[src/design/ddc_regs.svh]
`ifndef DDC_REGS_SVH
`define DDC_REGS_SVH

// register word indices; byte address is four times the index
`define DDC_IDX_SYNC       10'h300
`define DDC_IDX_CTRL       10'h310
`define DDC_IDX_INSEL      10'h311
`define DDC_IDX_STAT       10'h3f0

// reset values
`define DDC_RST_SYNC       8'h00
`define DDC_RST_CTRL       8'h00
`define DDC_RST_INSEL      8'h00

// sync control fields
`define DDC_SYNC_NRST_BIT  4
`define DDC_SYNC_MODE_LSB  0

// channel control fields
`define DDC_CTRL_MIX_BIT   7
`define DDC_CTRL_GAIN_BIT  6
`define DDC_CTRL_IF_LSB    4
`define DDC_CTRL_C2R_BIT   3
`define DDC_CTRL_DEC_LSB   0

// input select fields
`define DDC_INSEL_Q_BIT    2
`define DDC_INSEL_I_BIT    0

// status fields
`define DDC_STAT_ST_LSB    0
`define DDC_STAT_RAT_LSB   4
`define DDC_STAT_PEND_BIT  12

// test level for mixer inputs
`define DDC_POS_FULL_SCALE 14'h1fff

`endif

[src/design/ddc_pkg.sv]
package ddc_pkg;

   typedef enum logic [1:0] {
      DDC_IF_VAR  = 2'h0,
      DDC_IF_ZERO = 2'h1,
      DDC_IF_QTR  = 2'h2,
      DDC_IF_TEST = 2'h3
   } ddc_if_mode_t;

   typedef enum logic [1:0] {
      DDC_SYNC_OFF  = 2'h0,
      DDC_SYNC_CONT = 2'h1,
      DDC_SYNC_ONCE = 2'h2,
      DDC_SYNC_RSVD = 2'h3
   } ddc_sync_mode_t;

   typedef enum logic [2:0] {
      DDC_NCO_HOLD = 3'b001,
      DDC_NCO_WAIT = 3'b010,
      DDC_NCO_FREE = 3'b100
   } ddc_nco_st_t;

   typedef struct packed {
      logic           nco_rst;
      ddc_sync_mode_t mode;
   } ddc_sync_cfg_t;

   typedef struct packed {
      logic         cplx_mix;
      logic         gain6;
      ddc_if_mode_t if_mode;
      logic         c2r;
      logic [1:0]   dec_code;
   } ddc_cfg_t;

   typedef struct packed {
      logic q_from_b;
      logic i_from_b;
   } ddc_insel_t;

   // one converter sample per channel
   typedef struct packed {
      logic signed [13:0] a;
      logic signed [13:0] b;
   } ddc_adc_t;

   typedef struct packed {
      logic signed [13:0] i;
      logic signed [13:0] q;
   } ddc_iq_t;

   typedef struct packed {
      logic               is_real;
      logic signed [15:0] i;
      logic signed [15:0] q;
   } ddc_out_t;

endpackage : ddc_pkg

[src/design/ddc_chan_ctrl.sv]
//
// Function
// - soft-reset bit set holds the NCO in reset; clearing it resumes
// - sync mode: 00 ignores sync input, 01 resyncs on every sync event
// - mixer-select zero gives a real mixer, one a complex mixer
// - gain-select zero gives no gain, one gives six decibels
// - IF code 00: variable IF, mixers and NCO active
// - IF code 01: zero-hertz IF, mixer bypassed, NCO keeps running but its phase is unused
// - IF code 10: downmix by a fixed quarter of sample rate
// - IF code 11: mixer inputs forced to positive full scale, NCO on
// - complex-to-real bit one makes output real, zero keeps it complex
// - without complex-to-real, code 11 decimates by two, 00 by four
// - with complex-to-real, ratios halve: 11 is one, highest is eight
// - I and Q inputs each pick channel A or B by own select bit
//
`timescale 1ns/100ps
`include "ddc_regs.svh"

module ddc_chan_ctrl #(
   parameter int FIFO_DEPTH = 4
) (
   input  wire logic              clk,
   input  wire logic              nrst,
   input  wire logic              psel,
   input  wire logic              penable,
   input  wire logic              pwrite,
   input  wire logic [11:0]       paddr,
   input  wire logic [31:0]       pwdata,
   output logic      [31:0]       prdata,
   output logic                   pready,
   output logic                   pslverr,
   input  wire logic              sync_in,
   input  wire logic [11:0]       nco_ftw,
   input  wire logic              samp_valid,
   output logic                   samp_ready,
   input  wire ddc_pkg::ddc_adc_t samp_data,
   output logic                   out_valid,
   input  wire logic              out_ready,
   output ddc_pkg::ddc_out_t      out_data
);

   ddc_pkg::ddc_sync_cfg_t sync_q;
   ddc_pkg::ddc_cfg_t      cfg_q;
   ddc_pkg::ddc_insel_t    insel_q;
   ddc_pkg::ddc_nco_st_t   nco_st_q;
   ddc_pkg::ddc_nco_st_t   nco_st_d;
   ddc_pkg::ddc_iq_t       sel;
   ddc_pkg::ddc_out_t      s1_q;
   logic [31:0]            prdata_q;
   logic [9:0]             idx;
   logic                   hit;
   logic                   wr_en;
   logic                   sync_wr;
   logic                   resync;
   logic [11:0]            phase_q;
   logic [1:0]             qtr_q;
   logic [1:0]             quad;
   logic [4:0]             ratio;
   logic [4:0]             dec_cnt_q;
   logic                   keep;
   logic                   load;
   logic                   s1_vld_q;
   logic                   fifo_in_ready;
   logic signed [15:0]     ext_i;
   logic signed [15:0]     ext_q;
   logic signed [15:0]     rot_i;
   logic signed [15:0]     rot_q;

   // reset words as typed constants so their fields can be sliced
   localparam logic [7:0]  RST_SYNC  = `DDC_RST_SYNC;
   localparam logic [7:0]  RST_CTRL  = `DDC_RST_CTRL;
   localparam logic [7:0]  RST_INSEL = `DDC_RST_INSEL;

   ////////////////////////////////////////////////////////////////////////////
   // decimation ratio lookup
   function automatic logic [4:0] ddc_ratio(input logic [1:0] code,
                                            input logic       c2r);
      logic [4:0] base;
      base = 5'h04;
      unique case (code)
         2'h3: base = 5'h02;
         2'h0: base = 5'h04;
         2'h1: base = 5'h08;
         2'h2: base = 5'h10;
      endcase
      // real output halves every ratio
      return c2r ? (base >> 1) : base;
   endfunction : ddc_ratio

   ////////////////////////////////////////////////////////////////////////////
   // apb decode; zero wait states
   assign idx     = paddr[11:2];
   assign hit     = (paddr[1:0] == 2'h0) &&
                    (idx == `DDC_IDX_SYNC || idx == `DDC_IDX_CTRL ||
                     idx == `DDC_IDX_INSEL || idx == `DDC_IDX_STAT);
   assign pready  = 1'b1;
   assign pslverr = psel && penable && !hit;
   assign wr_en   = psel && penable && pwrite && hit;
   assign sync_wr = wr_en && (idx == `DDC_IDX_SYNC);
   assign prdata  = prdata_q;

   // config registers, written at the access edge
   always_ff @(posedge clk)
   begin
      if (!nrst)
      begin
         sync_q  <= ddc_pkg::ddc_sync_cfg_t'({RST_SYNC[4], RST_SYNC[1:0]});
         cfg_q   <= ddc_pkg::ddc_cfg_t'({RST_CTRL[7:3], RST_CTRL[1:0]});
         insel_q <= ddc_pkg::ddc_insel_t'({RST_INSEL[2], RST_INSEL[0]});
      end
      else if (wr_en)
      begin
         if (idx == `DDC_IDX_SYNC)
         begin
            sync_q.nco_rst <= pwdata[`DDC_SYNC_NRST_BIT];
            sync_q.mode    <= ddc_pkg::ddc_sync_mode_t'(pwdata[`DDC_SYNC_MODE_LSB +: 2]);
         end
         if (idx == `DDC_IDX_CTRL)
         begin
            cfg_q.cplx_mix <= pwdata[`DDC_CTRL_MIX_BIT];
            cfg_q.gain6    <= pwdata[`DDC_CTRL_GAIN_BIT];
            cfg_q.if_mode  <= ddc_pkg::ddc_if_mode_t'(pwdata[`DDC_CTRL_IF_LSB +: 2]);
            cfg_q.c2r      <= pwdata[`DDC_CTRL_C2R_BIT];
            cfg_q.dec_code <= pwdata[`DDC_CTRL_DEC_LSB +: 2];
         end
         if (idx == `DDC_IDX_INSEL)
         begin
            insel_q.q_from_b <= pwdata[`DDC_INSEL_Q_BIT];
            insel_q.i_from_b <= pwdata[`DDC_INSEL_I_BIT];
         end
      end
   end

   // read data captured in the setup phase, shown in the access phase
   always_ff @(posedge clk)
   begin
      if (!nrst)
      begin
         prdata_q <= 32'h0000_0000;
      end
      else if (psel && !penable)
      begin
         prdata_q <= 32'h0000_0000;
         unique case (idx)
            `DDC_IDX_SYNC:
            begin
               prdata_q[`DDC_SYNC_NRST_BIT]      <= sync_q.nco_rst;
               prdata_q[`DDC_SYNC_MODE_LSB +: 2] <= sync_q.mode;
            end
            `DDC_IDX_CTRL:
            begin
               prdata_q[`DDC_CTRL_MIX_BIT]      <= cfg_q.cplx_mix;
               prdata_q[`DDC_CTRL_GAIN_BIT]     <= cfg_q.gain6;
               prdata_q[`DDC_CTRL_IF_LSB +: 2]  <= cfg_q.if_mode;
               prdata_q[`DDC_CTRL_C2R_BIT]      <= cfg_q.c2r;
               prdata_q[`DDC_CTRL_DEC_LSB +: 2] <= cfg_q.dec_code;
            end
            `DDC_IDX_INSEL:
            begin
               prdata_q[`DDC_INSEL_Q_BIT] <= insel_q.q_from_b;
               prdata_q[`DDC_INSEL_I_BIT] <= insel_q.i_from_b;
            end
            `DDC_IDX_STAT:
            begin
               prdata_q[`DDC_STAT_ST_LSB +: 3]  <= nco_st_q;
               prdata_q[`DDC_STAT_RAT_LSB +: 5] <= ratio;
               prdata_q[`DDC_STAT_PEND_BIT]     <= s1_vld_q;
            end
            default: prdata_q <= 32'h0000_0000;
         endcase
      end
   end

   ////////////////////////////////////////////////////////////////////////////
   // nco state: held, armed for one sync, or free running
   always_comb
   begin
      nco_st_d = nco_st_q;
      unique case (nco_st_q)
         ddc_pkg::DDC_NCO_HOLD:
            if (!sync_q.nco_rst)
               nco_st_d = (sync_q.mode == ddc_pkg::DDC_SYNC_ONCE) ?
                          ddc_pkg::DDC_NCO_WAIT : ddc_pkg::DDC_NCO_FREE;
         ddc_pkg::DDC_NCO_WAIT:
            if (sync_in)
               nco_st_d = ddc_pkg::DDC_NCO_FREE;
         ddc_pkg::DDC_NCO_FREE:
            if (sync_wr && pwdata[`DDC_SYNC_MODE_LSB +: 2] == ddc_pkg::DDC_SYNC_ONCE)
               nco_st_d = ddc_pkg::DDC_NCO_WAIT;
         default: nco_st_d = ddc_pkg::DDC_NCO_HOLD;
      endcase
      // soft reset overrides everything
      if (sync_q.nco_rst)
      begin
         nco_st_d = ddc_pkg::DDC_NCO_HOLD;
      end
      else if (nco_st_q == ddc_pkg::DDC_NCO_WAIT &&
               sync_q.mode != ddc_pkg::DDC_SYNC_ONCE)
      begin
         nco_st_d = ddc_pkg::DDC_NCO_FREE;
      end
   end

   always_ff @(posedge clk)
   begin
      if (!nrst)
      begin
         nco_st_q <= ddc_pkg::DDC_NCO_HOLD;
      end
      else
      begin
         nco_st_q <= nco_st_d;
      end
   end

   // resync pulse; reserved mode code behaves as disabled
   assign resync = sync_in &&
                   ((sync_q.mode == ddc_pkg::DDC_SYNC_CONT &&
                     nco_st_q == ddc_pkg::DDC_NCO_FREE) ||
                    (sync_q.mode == ddc_pkg::DDC_SYNC_ONCE &&
                     nco_st_q == ddc_pkg::DDC_NCO_WAIT));

   // phase accumulator and quarter-rate counter advance per sample
   always_ff @(posedge clk)
   begin
      if (!nrst)
      begin
         phase_q <= 12'h000;
         qtr_q   <= 2'h0;
      end
      else if (nco_st_q == ddc_pkg::DDC_NCO_HOLD || sync_q.nco_rst || resync)
      begin
         phase_q <= 12'h000;
         qtr_q   <= 2'h0;
      end
      else if (load)
      begin
         phase_q <= phase_q + nco_ftw;
         qtr_q   <= qtr_q + 2'h1;
      end
   end

   ////////////////////////////////////////////////////////////////////////////
   // input select and test forcing
   always_comb
   begin
      sel.i = insel_q.i_from_b ? samp_data.b : samp_data.a;
      sel.q = insel_q.q_from_b ? samp_data.b : samp_data.a;
      if (cfg_q.if_mode == ddc_pkg::DDC_IF_TEST)
      begin
         sel.i = `DDC_POS_FULL_SCALE;
         sel.q = `DDC_POS_FULL_SCALE;
      end
   end

   // real mixer sees no quadrature input
   assign ext_i = 16'(sel.i);
   assign ext_q = cfg_q.cplx_mix ? 16'(sel.q) : 16'h0000;

   // rotation quadrant; coarse nco uses top phase bits only
   always_comb
   begin
      unique case (cfg_q.if_mode)
         ddc_pkg::DDC_IF_VAR:  quad = phase_q[11:10];
         ddc_pkg::DDC_IF_ZERO: quad = 2'h0;
         ddc_pkg::DDC_IF_QTR:  quad = qtr_q;
         ddc_pkg::DDC_IF_TEST: quad = phase_q[11:10];
      endcase
   end

   // multiply by e^-j(quad*90deg); widened first so negation cannot wrap
   always_comb
   begin
      rot_i = ext_i;
      rot_q = ext_q;
      unique case (quad)
         2'h0:
         begin
            rot_i = ext_i;
            rot_q = ext_q;
         end
         2'h1:
         begin
            rot_i = ext_q;
            rot_q = -ext_i;
         end
         2'h2:
         begin
            rot_i = -ext_i;
            rot_q = -ext_q;
         end
         2'h3:
         begin
            rot_i = -ext_q;
            rot_q = ext_i;
         end
      endcase
   end

   ////////////////////////////////////////////////////////////////////////////
   // decimation: keep the last sample of each group
   assign ratio = ddc_ratio(cfg_q.dec_code, cfg_q.c2r);
   assign keep  = (dec_cnt_q >= ratio - 5'h01);
   assign load  = samp_valid && samp_ready;

   // stalls only while a kept sample waits for fifo room
   assign samp_ready = !s1_vld_q || fifo_in_ready;

   always_ff @(posedge clk)
   begin
      if (!nrst)
      begin
         dec_cnt_q <= 5'h00;
      end
      else if (resync)
      begin
         dec_cnt_q <= 5'h00;
      end
      else if (load)
      begin
         dec_cnt_q <= keep ? 5'h00 : dec_cnt_q + 5'h01;
      end
   end

   // output stage: gain, then complex or real form
   always_ff @(posedge clk)
   begin
      if (!nrst)
      begin
         s1_q     <= '0;
         s1_vld_q <= 1'b0;
      end
      else if (load && keep)
      begin
         s1_vld_q   <= 1'b1;
         s1_q.i     <= cfg_q.gain6 ? (rot_i <<< 1) : rot_i;
         s1_q.q     <= cfg_q.c2r ? 16'h0000 :
                       (cfg_q.gain6 ? (rot_q <<< 1) : rot_q);
         s1_q.is_real <= cfg_q.c2r;
      end
      else if (fifo_in_ready)
      begin
         s1_vld_q <= 1'b0;
      end
   end

   ddc_fifo #(
      .W     ($bits(ddc_pkg::ddc_out_t)),
      .DEPTH (FIFO_DEPTH)
   ) u_fifo (
      .clk       (clk),
      .nrst      (nrst),
      .in_valid  (s1_vld_q),
      .in_ready  (fifo_in_ready),
      .in_data   (s1_q),
      .out_valid (out_valid),
      .out_ready (out_ready),
      .out_data  (out_data)
   );
endmodule : ddc_chan_ctrl

[src/design/ddc_fifo.sv]
`timescale 1ns/100ps

module ddc_fifo #(
   parameter int W     = 33,
   parameter int DEPTH = 4
) (
   input  wire logic         clk,
   input  wire logic         nrst,
   input  wire logic         in_valid,
   output logic              in_ready,
   input  wire logic [W-1:0] in_data,
   output logic              out_valid,
   input  wire logic         out_ready,
   output logic      [W-1:0] out_data
);

   localparam int AW = $clog2(DEPTH);

   logic [W-1:0] mem [DEPTH];
   logic [AW:0]  wr_q;
   logic [AW:0]  rd_q;
   logic         push;
   logic         pop;

   // extra pointer bit tells full from empty
   assign in_ready  = (wr_q[AW] == rd_q[AW]) || (wr_q[AW-1:0] != rd_q[AW-1:0]);
   assign out_valid = (wr_q != rd_q);
   assign push      = in_valid && in_ready;
   assign pop       = out_valid && out_ready;
   assign out_data  = mem[rd_q[AW-1:0]];

   // storage, no reset needed on data
   always_ff @(posedge clk)
   begin
      if (push)
      begin
         mem[wr_q[AW-1:0]] <= in_data;
      end
   end

   // pointers
   always_ff @(posedge clk)
   begin
      if (!nrst)
      begin
         wr_q <= '0;
         rd_q <= '0;
      end
      else
      begin
         if (push)
         begin
            wr_q <= wr_q + 1'b1;
         end
         if (pop)
         begin
            rd_q <= rd_q + 1'b1;
         end
      end
   end

endmodule : ddc_fifo

[config.mk]
export PLATFORM = sky130hd
export DESIGN_NAME = ddc_chan_ctrl
export DESIGN_NICKNAME = d
export VERILOG_FILES = /design/src/design/ddc_pkg.sv /design/src/design/ddc_chan_ctrl.sv /design/src/design/ddc_fifo.sv
export VERILOG_INCLUDE_DIRS = /design/src /design/src/design
export SDC_FILE = /design/constraint.sdc
export NUM_CORES = 1
export LEC_CHECK = 0
export ABC_CLOCK_PERIOD_IN_PS = 4900
export BUFFER_PORTS_ARGS = -buffer_cell sky130_fd_sc_hd__clkbuf_2
export CORE_ASPECT_RATIO = 0.75
export CORE_UTILIZATION = 31
export DETAILED_ROUTE_END_ITERATION = 12
export GPL_TIMING_DRIVEN = 0
export PLACE_DENSITY = 0.56
export SLEW_MARGIN = 5
export SYNTH_ARGS = -nofsm -noshare
export SYNTH_HDL_FRONTEND = slang
export SYNTH_SLANG_ARGS = --single-unit
[constraint.sdc]
create_clock -name clk -period 4.9 [get_ports clk]
set_input_delay 0.245 -clock clk [delete_from_list [all_inputs] [get_ports clk]]
set_output_delay 0.245 -clock clk [all_outputs]
set_load 0.01 [all_outputs]
# Word-level counts from Yosys, hierarchy flattened
# Memories as Yosys holds them, arrays and structs flattened. A register that Yosys moved wholly into a read port is not among the register bits.
# Cells that the tools add are included.
# totals
register_bits,84
mem_bits_rw,132
in_bits,92
out_inout_bits,69
wordCells,133
n_memories,1
# classes
add_sub_neg,8
order_cmp,1
n_eq_ne,27
mux,32
n_bitwise,1
n_reduce_logical,42
# mem_list
memory,depth,word_bits,read_ports,rd_clocked_by_memory_dff,wr,line_no,source
u_fifo.mem,4,33,1,1,1,ddc_fifo.sv:19,logic [W-1:0] mem [DEPTH];
# op_table
cell,count
$pmux 16 s4,2
$mux 16,4
$eq 10x10->1 const B,4
$mux 14,2
$mux 28,1
$pmux 5 s4,1
$eq 2x2->1 const B,8
$logic_and 1x1->1,16
$neg 14->16,1
$neg 16->16,1
$add 12x12->12,1
$mux 3,4
$mux 5,2
$reduce_and 2->1,5
$pmux 3 s3,1
$eq 2x1->1 const B,4
$logic_not 2->1,4
$logic_or 1x1->1,8
$reduce_or 2->1,4
$mux 1,7
$add 3x1->3 const B,2
$ne 2x2->1 const B,3
$pmux 1 s3,2
$pmux 2 s3,1
other kinds (20),23

# Logic depth before layout (Yosys ltp)
# Gate-level depths: netlist (run 1).
# logic_depth
word_depth,11
ltp_mapped,16

# By module
# Synthesis (run 1) repeated with hierarchy kept, for this count alone.
# hier_totals
cells_unflattened,1102
hier_area_um2,11902.7
# by_module_without_submodules
mod,instances,cells_each,area_each_um2,seq_area_each_um2
ddc_chan_ctrl,1,861,6575.1,1561.5
ddc_fifo,1,241,5327.6,4124.0

# Worst setup path before layout (run 1)
# No wires, ideal clock.
# synth_timing
path_type,register -> register
start,reg cfg_q[3] in the netlist's numbering
end,reg s1_q[15] in the netlist's numbering
setup_ns,0.117
arrival_time_ns,3.350
required_time_ns,4.783
slack_ns,1.432
path_stages_with_launch,15
n_path_buf,4
period_less_slack_ns,3.468
path_cell_list,dfxtp_1 > ha_1 > buf_2 > buf_2 > clkbuf_1 > clkbuf_1 > a211oi_1 > ha_1 > o2111ai_1 > nor4_2 > nand3_1 > a21o_1 > a21oi_1 > a2bb2oi_1 > a32o_1
# synth_between
elab_chain_cells,7
# synth_rtl
item,line_no,source
from (decl),ddc_chan_ctrl.sv:43,ddc_pkg::ddc_cfg_t cfg_q;
from (signal assigned),ddc_chan_ctrl.sv:108,"cfg_q <= ddc_pkg::ddc_cfg_t'({RST_CTRL[7:3], RST_CTRL[1:0]});"
$eq 2x2->1 or $logic_not 2->1 (tied branches),"ddc_chan_ctrl.sv:249, ddc_chan_ctrl.sv:263",
$mux 28 or $reduce_or 2->1 (tied branches),-,
$mux 16 or $pmux 2 s3 (tied branches),"ddc_chan_ctrl.sv:258, ddc_chan_ctrl.sv:263",
"$neg 16->16, or another cell as far along",ddc_chan_ctrl.sv:290,rot_q = -ext_q;
$pmux 16 s4 (*),ddc_chan_ctrl.sv:276,unique case (quad)
$mux 16 (*),ddc_chan_ctrl.sv:338,(cfg_q.gain6 ? (rot_q <<< 1) : rot_q);
$mux 16 (*),ddc_chan_ctrl.sv:337,s1_q.q <= cfg_q.c2r ? 16'h0000 :
to (decl),ddc_chan_ctrl.sv:48,ddc_pkg::ddc_out_t s1_q;
# Mark *: on every way between the ends. The rest lies on a longest branch, timed or not.
# A chain may end at the register's enable or synchronous reset.

# Worst setup path after layout (run 1)
# layout_timing
start,reg insel_q[0] in the netlist's numbering
end,reg s1_q[28] in the netlist's numbering
# layout_between
elab_chain_cells,5
# layout_rtl
item,line_no,source
from (decl),ddc_chan_ctrl.sv:44,ddc_pkg::ddc_insel_t insel_q;
from (signal assigned),ddc_chan_ctrl.sv:109,"insel_q <= ddc_pkg::ddc_insel_t'({RST_INSEL[2], RST_INSEL[0]});"
$mux 14 (*),ddc_chan_ctrl.sv:247,sel.i = insel_q.i_from_b ? samp_data.b : samp_data.a;
$mux 28 (*),ddc_chan_ctrl.sv:249,if (cfg_q.if_mode == ddc_pkg::DDC_IF_TEST)
$neg 14->16,ddc_chan_ctrl.sv:289,rot_i = -ext_i;
$pmux 16 s4 (*),ddc_chan_ctrl.sv:276,
$mux 16 (*),ddc_chan_ctrl.sv:336,s1_q.i <= cfg_q.gain6 ? (rot_i <<< 1) : rot_i;
# Marked as above.

==> results of run 1 <==
[cell type report]
class	count	area, um2	area share
buffer	90	443	0.0317
tap	504	631	0.0451
clock buffer	29	661	0.0473
clock inverter	15	173	0.0124
timing repair buffer	117	656	0.0469
multi-input combinational	803	5650	0.404
sequential	218	5690	0.407
inverter	21	78.8	0.00564
[cell usage in the layout, fill, tap and decap left out, types with 7 or more instances in the layout]
cell type,instances
or3_1,9
and2_1,9
nor4_1,8
clkbuf_2,111
buf_4,24
nor2_1,99
and3_1,10
nand2_1,95
nor3b_1,7
nand2b_1,14
buf_1,10
mux2_2,12
clkbuf_1,51
clkbuf_16,25
xnor2_1,19
a22oi_1,8
nand3_1,25
a211oi_1,23
nor2b_1,18
a221oi_1,7
o221ai_1,8
conb_1,24
dfxtp_1,86
edfxtp_1,132
nor3_1,28
mux4_2,33
mux2i_1,31
xor2_1,15
o31ai_1,7
ha_1,27
o211ai_1,16
inv_1,20
a21oi_1,59
o21ai_0,54
a21o_1,9
o21ai_1,11
[sequential cells by signal (all words and copies together) (netlist names), named ones only]
register,cells
cfg_q,7
dec_cnt_q,5
insel_q,2
nco_st_q,3
phase_q,12
prdata,10
qtr_q,2
s1_q,33
s1_vld_q,1
sync_q,3
u_fifo.mem,132
u_fifo.rd_q,3
u_fifo.wr_q,3
[timing repair]
item,CTS,global route
setup buffers,0,0
resized for setup,1,1
hold buffers,2,0
setup endpoints to repair,4,12
endpoints found under the hold margin,2,0
pin swaps,0,0
[metal layers]
layer,vias up,track usage,wire length [um]
met5,-,0,0
li1,4503,-,-
met1,4691,0.291,17800
met3,44,0.0345,2870
met2,381,0.275,15100
met4,0,0.0455,687
[worst paths after layout]
check	from	end	cells past startpoint
worst min register to register	phase_q[9]$_SDFFE_PP0P_	phase_q[9]$_SDFFE_PP0P_	2
worst max-delay path	insel_q[0]$_SDFFE_PN0P_	s1_q[28]$_SDFFE_PN0P_	14
worst max register to register	insel_q[0]$_SDFFE_PN0P_	s1_q[28]$_SDFFE_PN0P_	14
worst min-delay path	pwdata[4]	sync_q[2]$_SDFFE_PN0P_	3
[synth_stat cells (all sizes together), types with 24 or more instances]
cell type,n
edfxtp,132
nor2,99
nand2,95
dfxtp,86
o21ai,66
a21oi,59
clkbuf,50
buf,42
mux4,33
mux2i,31
nor3,29
ha,27
nand3,26
a211oi,24
[report_power, final]
group / internal, W / switching, W / total [W]
Combinational: 0.000161 / 0.000271 / 0.000432
Sequential: 0.00195 / 0.0000178 / 0.00196
Clock: 0.00113 / 0.000743 / 0.00187
[logic make-up (layout without fill, tap and decap cells)]
logic type	Yosys count	count (layout)
buf+inv	113	272
other cells	2	24
fa+ha+maj	28	28
xor+xnor	34	34
mux	76	76
flops	218	218
simple gates	358	358
compound gates	283	283
[worst reg2reg max path, stage by stage, from the launching register on]
cell and delay [ns]:
dfxtp_1 0.31, buf_2 0.25, buf_4 0.25, buf_2 0.27, buf_2 0.33, nor2b_1 0.10, a211oi_1 0.51, ha_1 0.46
o2111ai_2 0.38, nor4_4 0.50, a2111o_1 0.22, nand2_1 0.05, o21ai_0 0.44, a21oi_1 0.17, o31ai_1 0.28
[through the flow]
step | hold WS, ns | std cells | utilization | setup slack, ns
6_report | 0.0128 | 1797 | 0.375 | 0.321
5_1_grt | 0.0118 | 1797 | 0.375 | 0.0582
3_3_place_gp | 0.444 | 1749 | 0.350 | -0.0223
4_1_cts | 0.00598 | 1799 | 0.375 | 0.0760
3_5_place_dp | 0.451 | 1753 | 0.352 | -0.0446
2_1_floorplan | 0.389 | 1134 | - | 1.43
==> metrics.txt, run 1 <==
outcome finished clean; Syn Std Cell Area 11800 um2; crit-path most repeated cell buf_2; Worst slew margin 0.121; routed len/inst 20.3 um; Top FF cell, synth edfxtp_1; Final setup viols 0; PwrDens 305 nW/um2; critical path's slowest cell a211oi_1; total clock sinks 218; starting density of the core 0.316; Routed Antenna Nets 0; critical path startpoint category register; worst min path class primary input to register; CP Capture Type register; ratio of cells with drive above 1 in the final layout 0.198; cell breakdown of the critical path buf_2, buf_4, buf_2, buf_2, nor2b_1, a211oi_1, ha_1, o2111ai_2, nor4_4, a2111o_1, nand2_1, o21ai_0, a21oi_1, o31ai_1; Post-Synth Simple-Gate Area 0.151; Final Hold Fails 0; Synth top area share 0.337; Area contributors post-synth edfxtp_1, dfxtp_1, mux4_2; fillers 3760; final wirelength 36500 um; Reg2Reg Setup Slack 0.32 ns; synthesized flop and latch total 218; Final Cell Area 14000 um2; compound-gate portion of the synthesized area 0.164; vias in the first global route 9194; core box area 37200 um2; setup TNS 0 ns; H-tree lvl count 1; CTS Buf Count 24; Critical Path AT 5.01 ns; largest net degree at the start of global routing 32; multiplexer area fraction after synthesis 0.101; Die Y-Extent 171 um; Critical Path Fanout Max 10; Post-synth EDFFs 132; I/O pin total 161; synthesized-area fraction occupied by adder cells 0.0304; row cnt 61; XOR/XNOR Fraction of Synth Area 0.0253; Static Leak 5.34 nW; CTS tree built; critical path's top delay family compound AO/OA/AOI/OAI gates; Overall Power 0.00427 W; maximum clock frequency 0.218 GHz; drt first-iter violations 974; total number of yosys warnings 0; main combinational cell family by area after synthesis compound AO/OA/AOI/OAI gates; Bufs on Longest Clock Path 3; DRC viols 0; sequential share of the synthesized area 0.483; syn_area_per_cell 10.6 um2; IO buf count 111; period utilisation layout 0.934; max-slew violations 0; 1st-pass router iterations 7; asr flop ratio synth 0; Die Area 38700 um2; Setup CP Type register to register; initial antenna violation count 0; number of antenna diodes 0; GP Congestion 0.946; Clock Latency Late Sink 0.52 ns; total number of vias 9619; distinct cell type count after synthesis 88; Die X 227 um; GRT Total Usage 0.191; RSZ-0062 raised after global routing false; Buf/Inv on CP 4; Slew @ Worst Pin 1.32 ns; Req. time, crit path 5.33 ns; cell accounting for the most synthesized area edfxtp_1; total of max-cap violations 0; CP max stage delay 0.51 ns; area grow syn2layout 18.8%; Final HPWL DP 28000 um; Clk pin slew, worst setup/hold paths 0.06 ns; Final Skew 0.0196 ns; root buf cell clkbuf_16; Placed Area 13100 um2; Post-layout nets 1395; vias per inst 5.35; Max IR drop VDD 0.223 mV; Gate Count Post-Synth 1112; fin crit period 4.58 ns; GRT overflow 0; first-pass GRT wire length 56400 um
Power figures use the tool's default switching activity.
==> run 2: changes to the inputs <==
Settings changed: ABC_CLOCK_PERIOD_IN_PS 4900 to 5000.
Clock period 4.9 ns to 5 ns, I/O delays scaled along.
==> run 2 against run 1 <==
Against the previous run: sequential cell count unchanged; register-to-register slack got worse by 0.13 ns; combinational power decreased by 2%; via count fell by 0.82%; worst hold slack improved by 0.0055 ns; utilization hardly changed; critical path type unchanged; die area stayed put.
==> metrics.txt, run 2 (synthesized netlist as in run 1, its figures left out) <==
outcome finished clean; root buf cell clkbuf_16; Final Hold Fails 0; Worst slew margin 0.127; setup bufs post-CTS 0; crit-path most repeated cell buf_2; Bufs on Longest Clock Path 3; starting density of the core 0.316; GRT overflow 0; Critical Path Fanout Max 10; Die Y-Extent 171 um; max-slew violations 0; Req. time, crit path 5.43 ns; vias per inst 5.31; Static Leak 5.34 nW; CTS Buf Count 24; total number of vias 9540; I/O pin total 161; first-pass GRT wire length 56400 um; routed len/inst 20.3 um; vias in the first global route 9190; final worst slack 0.192 ns; Clock Latency Late Sink 0.52 ns; drt first-iter violations 926; Clk pin slew, worst setup/hold paths 0.06 ns; commonest non-fill, non-tap cell in the layout edfxtp_1; Post-layout nets 1395; pre-CTS WS 0.0554 ns; worst hold slack 0.0183 ns; Final setup viols 0; area grow syn2layout 18.8%; total clock sinks 218; fin crit period 4.81 ns; Max IR drop VDD 0.219 mV; DRC viols 0; IO buf count 111; Setup CP Type register to register; Final Skew 0.0189 ns; Final Cell Area 14000 um2; CP Capture Type register; Placed Area 13100 um2; setup TNS 0 ns; max reg flops 132; largest net degree at the start of global routing 32; Buf/Inv on CP 4; number of antenna diodes 0; CP max stage delay 0.58 ns; GP Congestion 0.946; cell breakdown of the critical path buf_2, buf_4, buf_2, buf_2, nor2b_1, a211oi_1, ha_1, o2111ai_1, nor4_4, a2111o_1, nand2_1, o21ai_0, a21oi_1, o31ai_1; core box area 37200 um2; worst min path class primary input to register; Slew @ Worst Pin 1.31 ns; Routed Antenna Nets 0; initial antenna violation count 0; critical path's top delay family compound AO/OA/AOI/OAI gates; Overall Power 0.00418 W; total of max-cap violations 0; critical path's slowest cell nor4_4; ratio of cells with drive above 1 in the final layout 0.197; PwrDens 299 nW/um2; GRT Total Usage 0.191; row cnt 61; 1st-pass router iterations 5; CTS tree built; Die Area 38700 um2; Critical Path AT 5.24 ns; commonest non-fill, non-tap cells in the layout edfxtp_1, clkbuf_2, nor2_1; period utilisation layout 0.962; critical path startpoint category register; Die X 227 um; Final HPWL DP 28000 um; RSZ-0062 raised after global routing false; final wirelength 36500 um; maximum clock frequency 0.208 GHz; H-tree lvl count 1; fillers 3761
==> run 2: final timing paths <==
check                           from                      end  slack, ns  cells after the start
min reg2reg  phase_q[9]$_SDFFE_PP0P_  phase_q[9]$_SDFFE_PP0P_       0.45                      2
max          insel_q[0]$_SDFFE_PN0P_    s1_q[28]$_SDFFE_PN0P_       0.19                     14
max reg2reg  insel_q[0]$_SDFFE_PN0P_    s1_q[28]$_SDFFE_PN0P_       0.19                     14
min                        pwdata[4]   sync_q[2]$_SDFFE_PN0P_       0.02                      3
==> run 2: final cells by class <==
type                    instances  area [um2]  share of cell area
multi-input cells             803        5650               0.404
plain buffers                  90         443              0.0317
clock buffers                  29         661              0.0473
flip-flops and latches        218        5690               0.407
inverters                      21        78.8             0.00564
well taps                     504         631              0.0451
clock inverters                15         173              0.0124
repair buffers                117         656              0.0469
==> run 2: metrics by stage <==
stage | util | std cells
final | 0.375 | 1797
after floorplan | - | 1134
after global placement | 0.350 | 1749
after detailed placement | 0.352 | 1753
after CTS | 0.375 | 1799
after global routing | 0.375 | 1797
==> run 2: tightest hold or removal path, cell delays in order <==
cell      delay, ns
clkbuf_2       0.10
mux2i_1        0.07
nor2_1         0.08
==> run 2: routing by layer <==
layer | routed length [um] | GRT usage | vias to the layer above
met4 | 740 | 0.0455 | 0
met5 | 0 | 0 | -
met1 | 17700 | 0.292 | 4618
met3 | 2950 | 0.0345 | 50
met2 | 15100 | 0.275 | 368
li1 | - | - | 4504
==> run 2: timing repair <==
| action | CTS | global route |
|---|---|---|
| setup endpoints to repair | 0 | 13 |
| hold endpoints to repair | 2 | 0 |
| resized for setup | 0 | 1 |
| hold buffers | 2 | 0 |
==> run 2: power by group <==
part           switching, W  internal [W]  total (W)  leakage [nW]
Clock              0.000728       0.00111    0.00183         0.403
Sequential        0.0000173       0.00191    0.00192          2.11
Combinational      0.000266      0.000158   0.000424          2.83
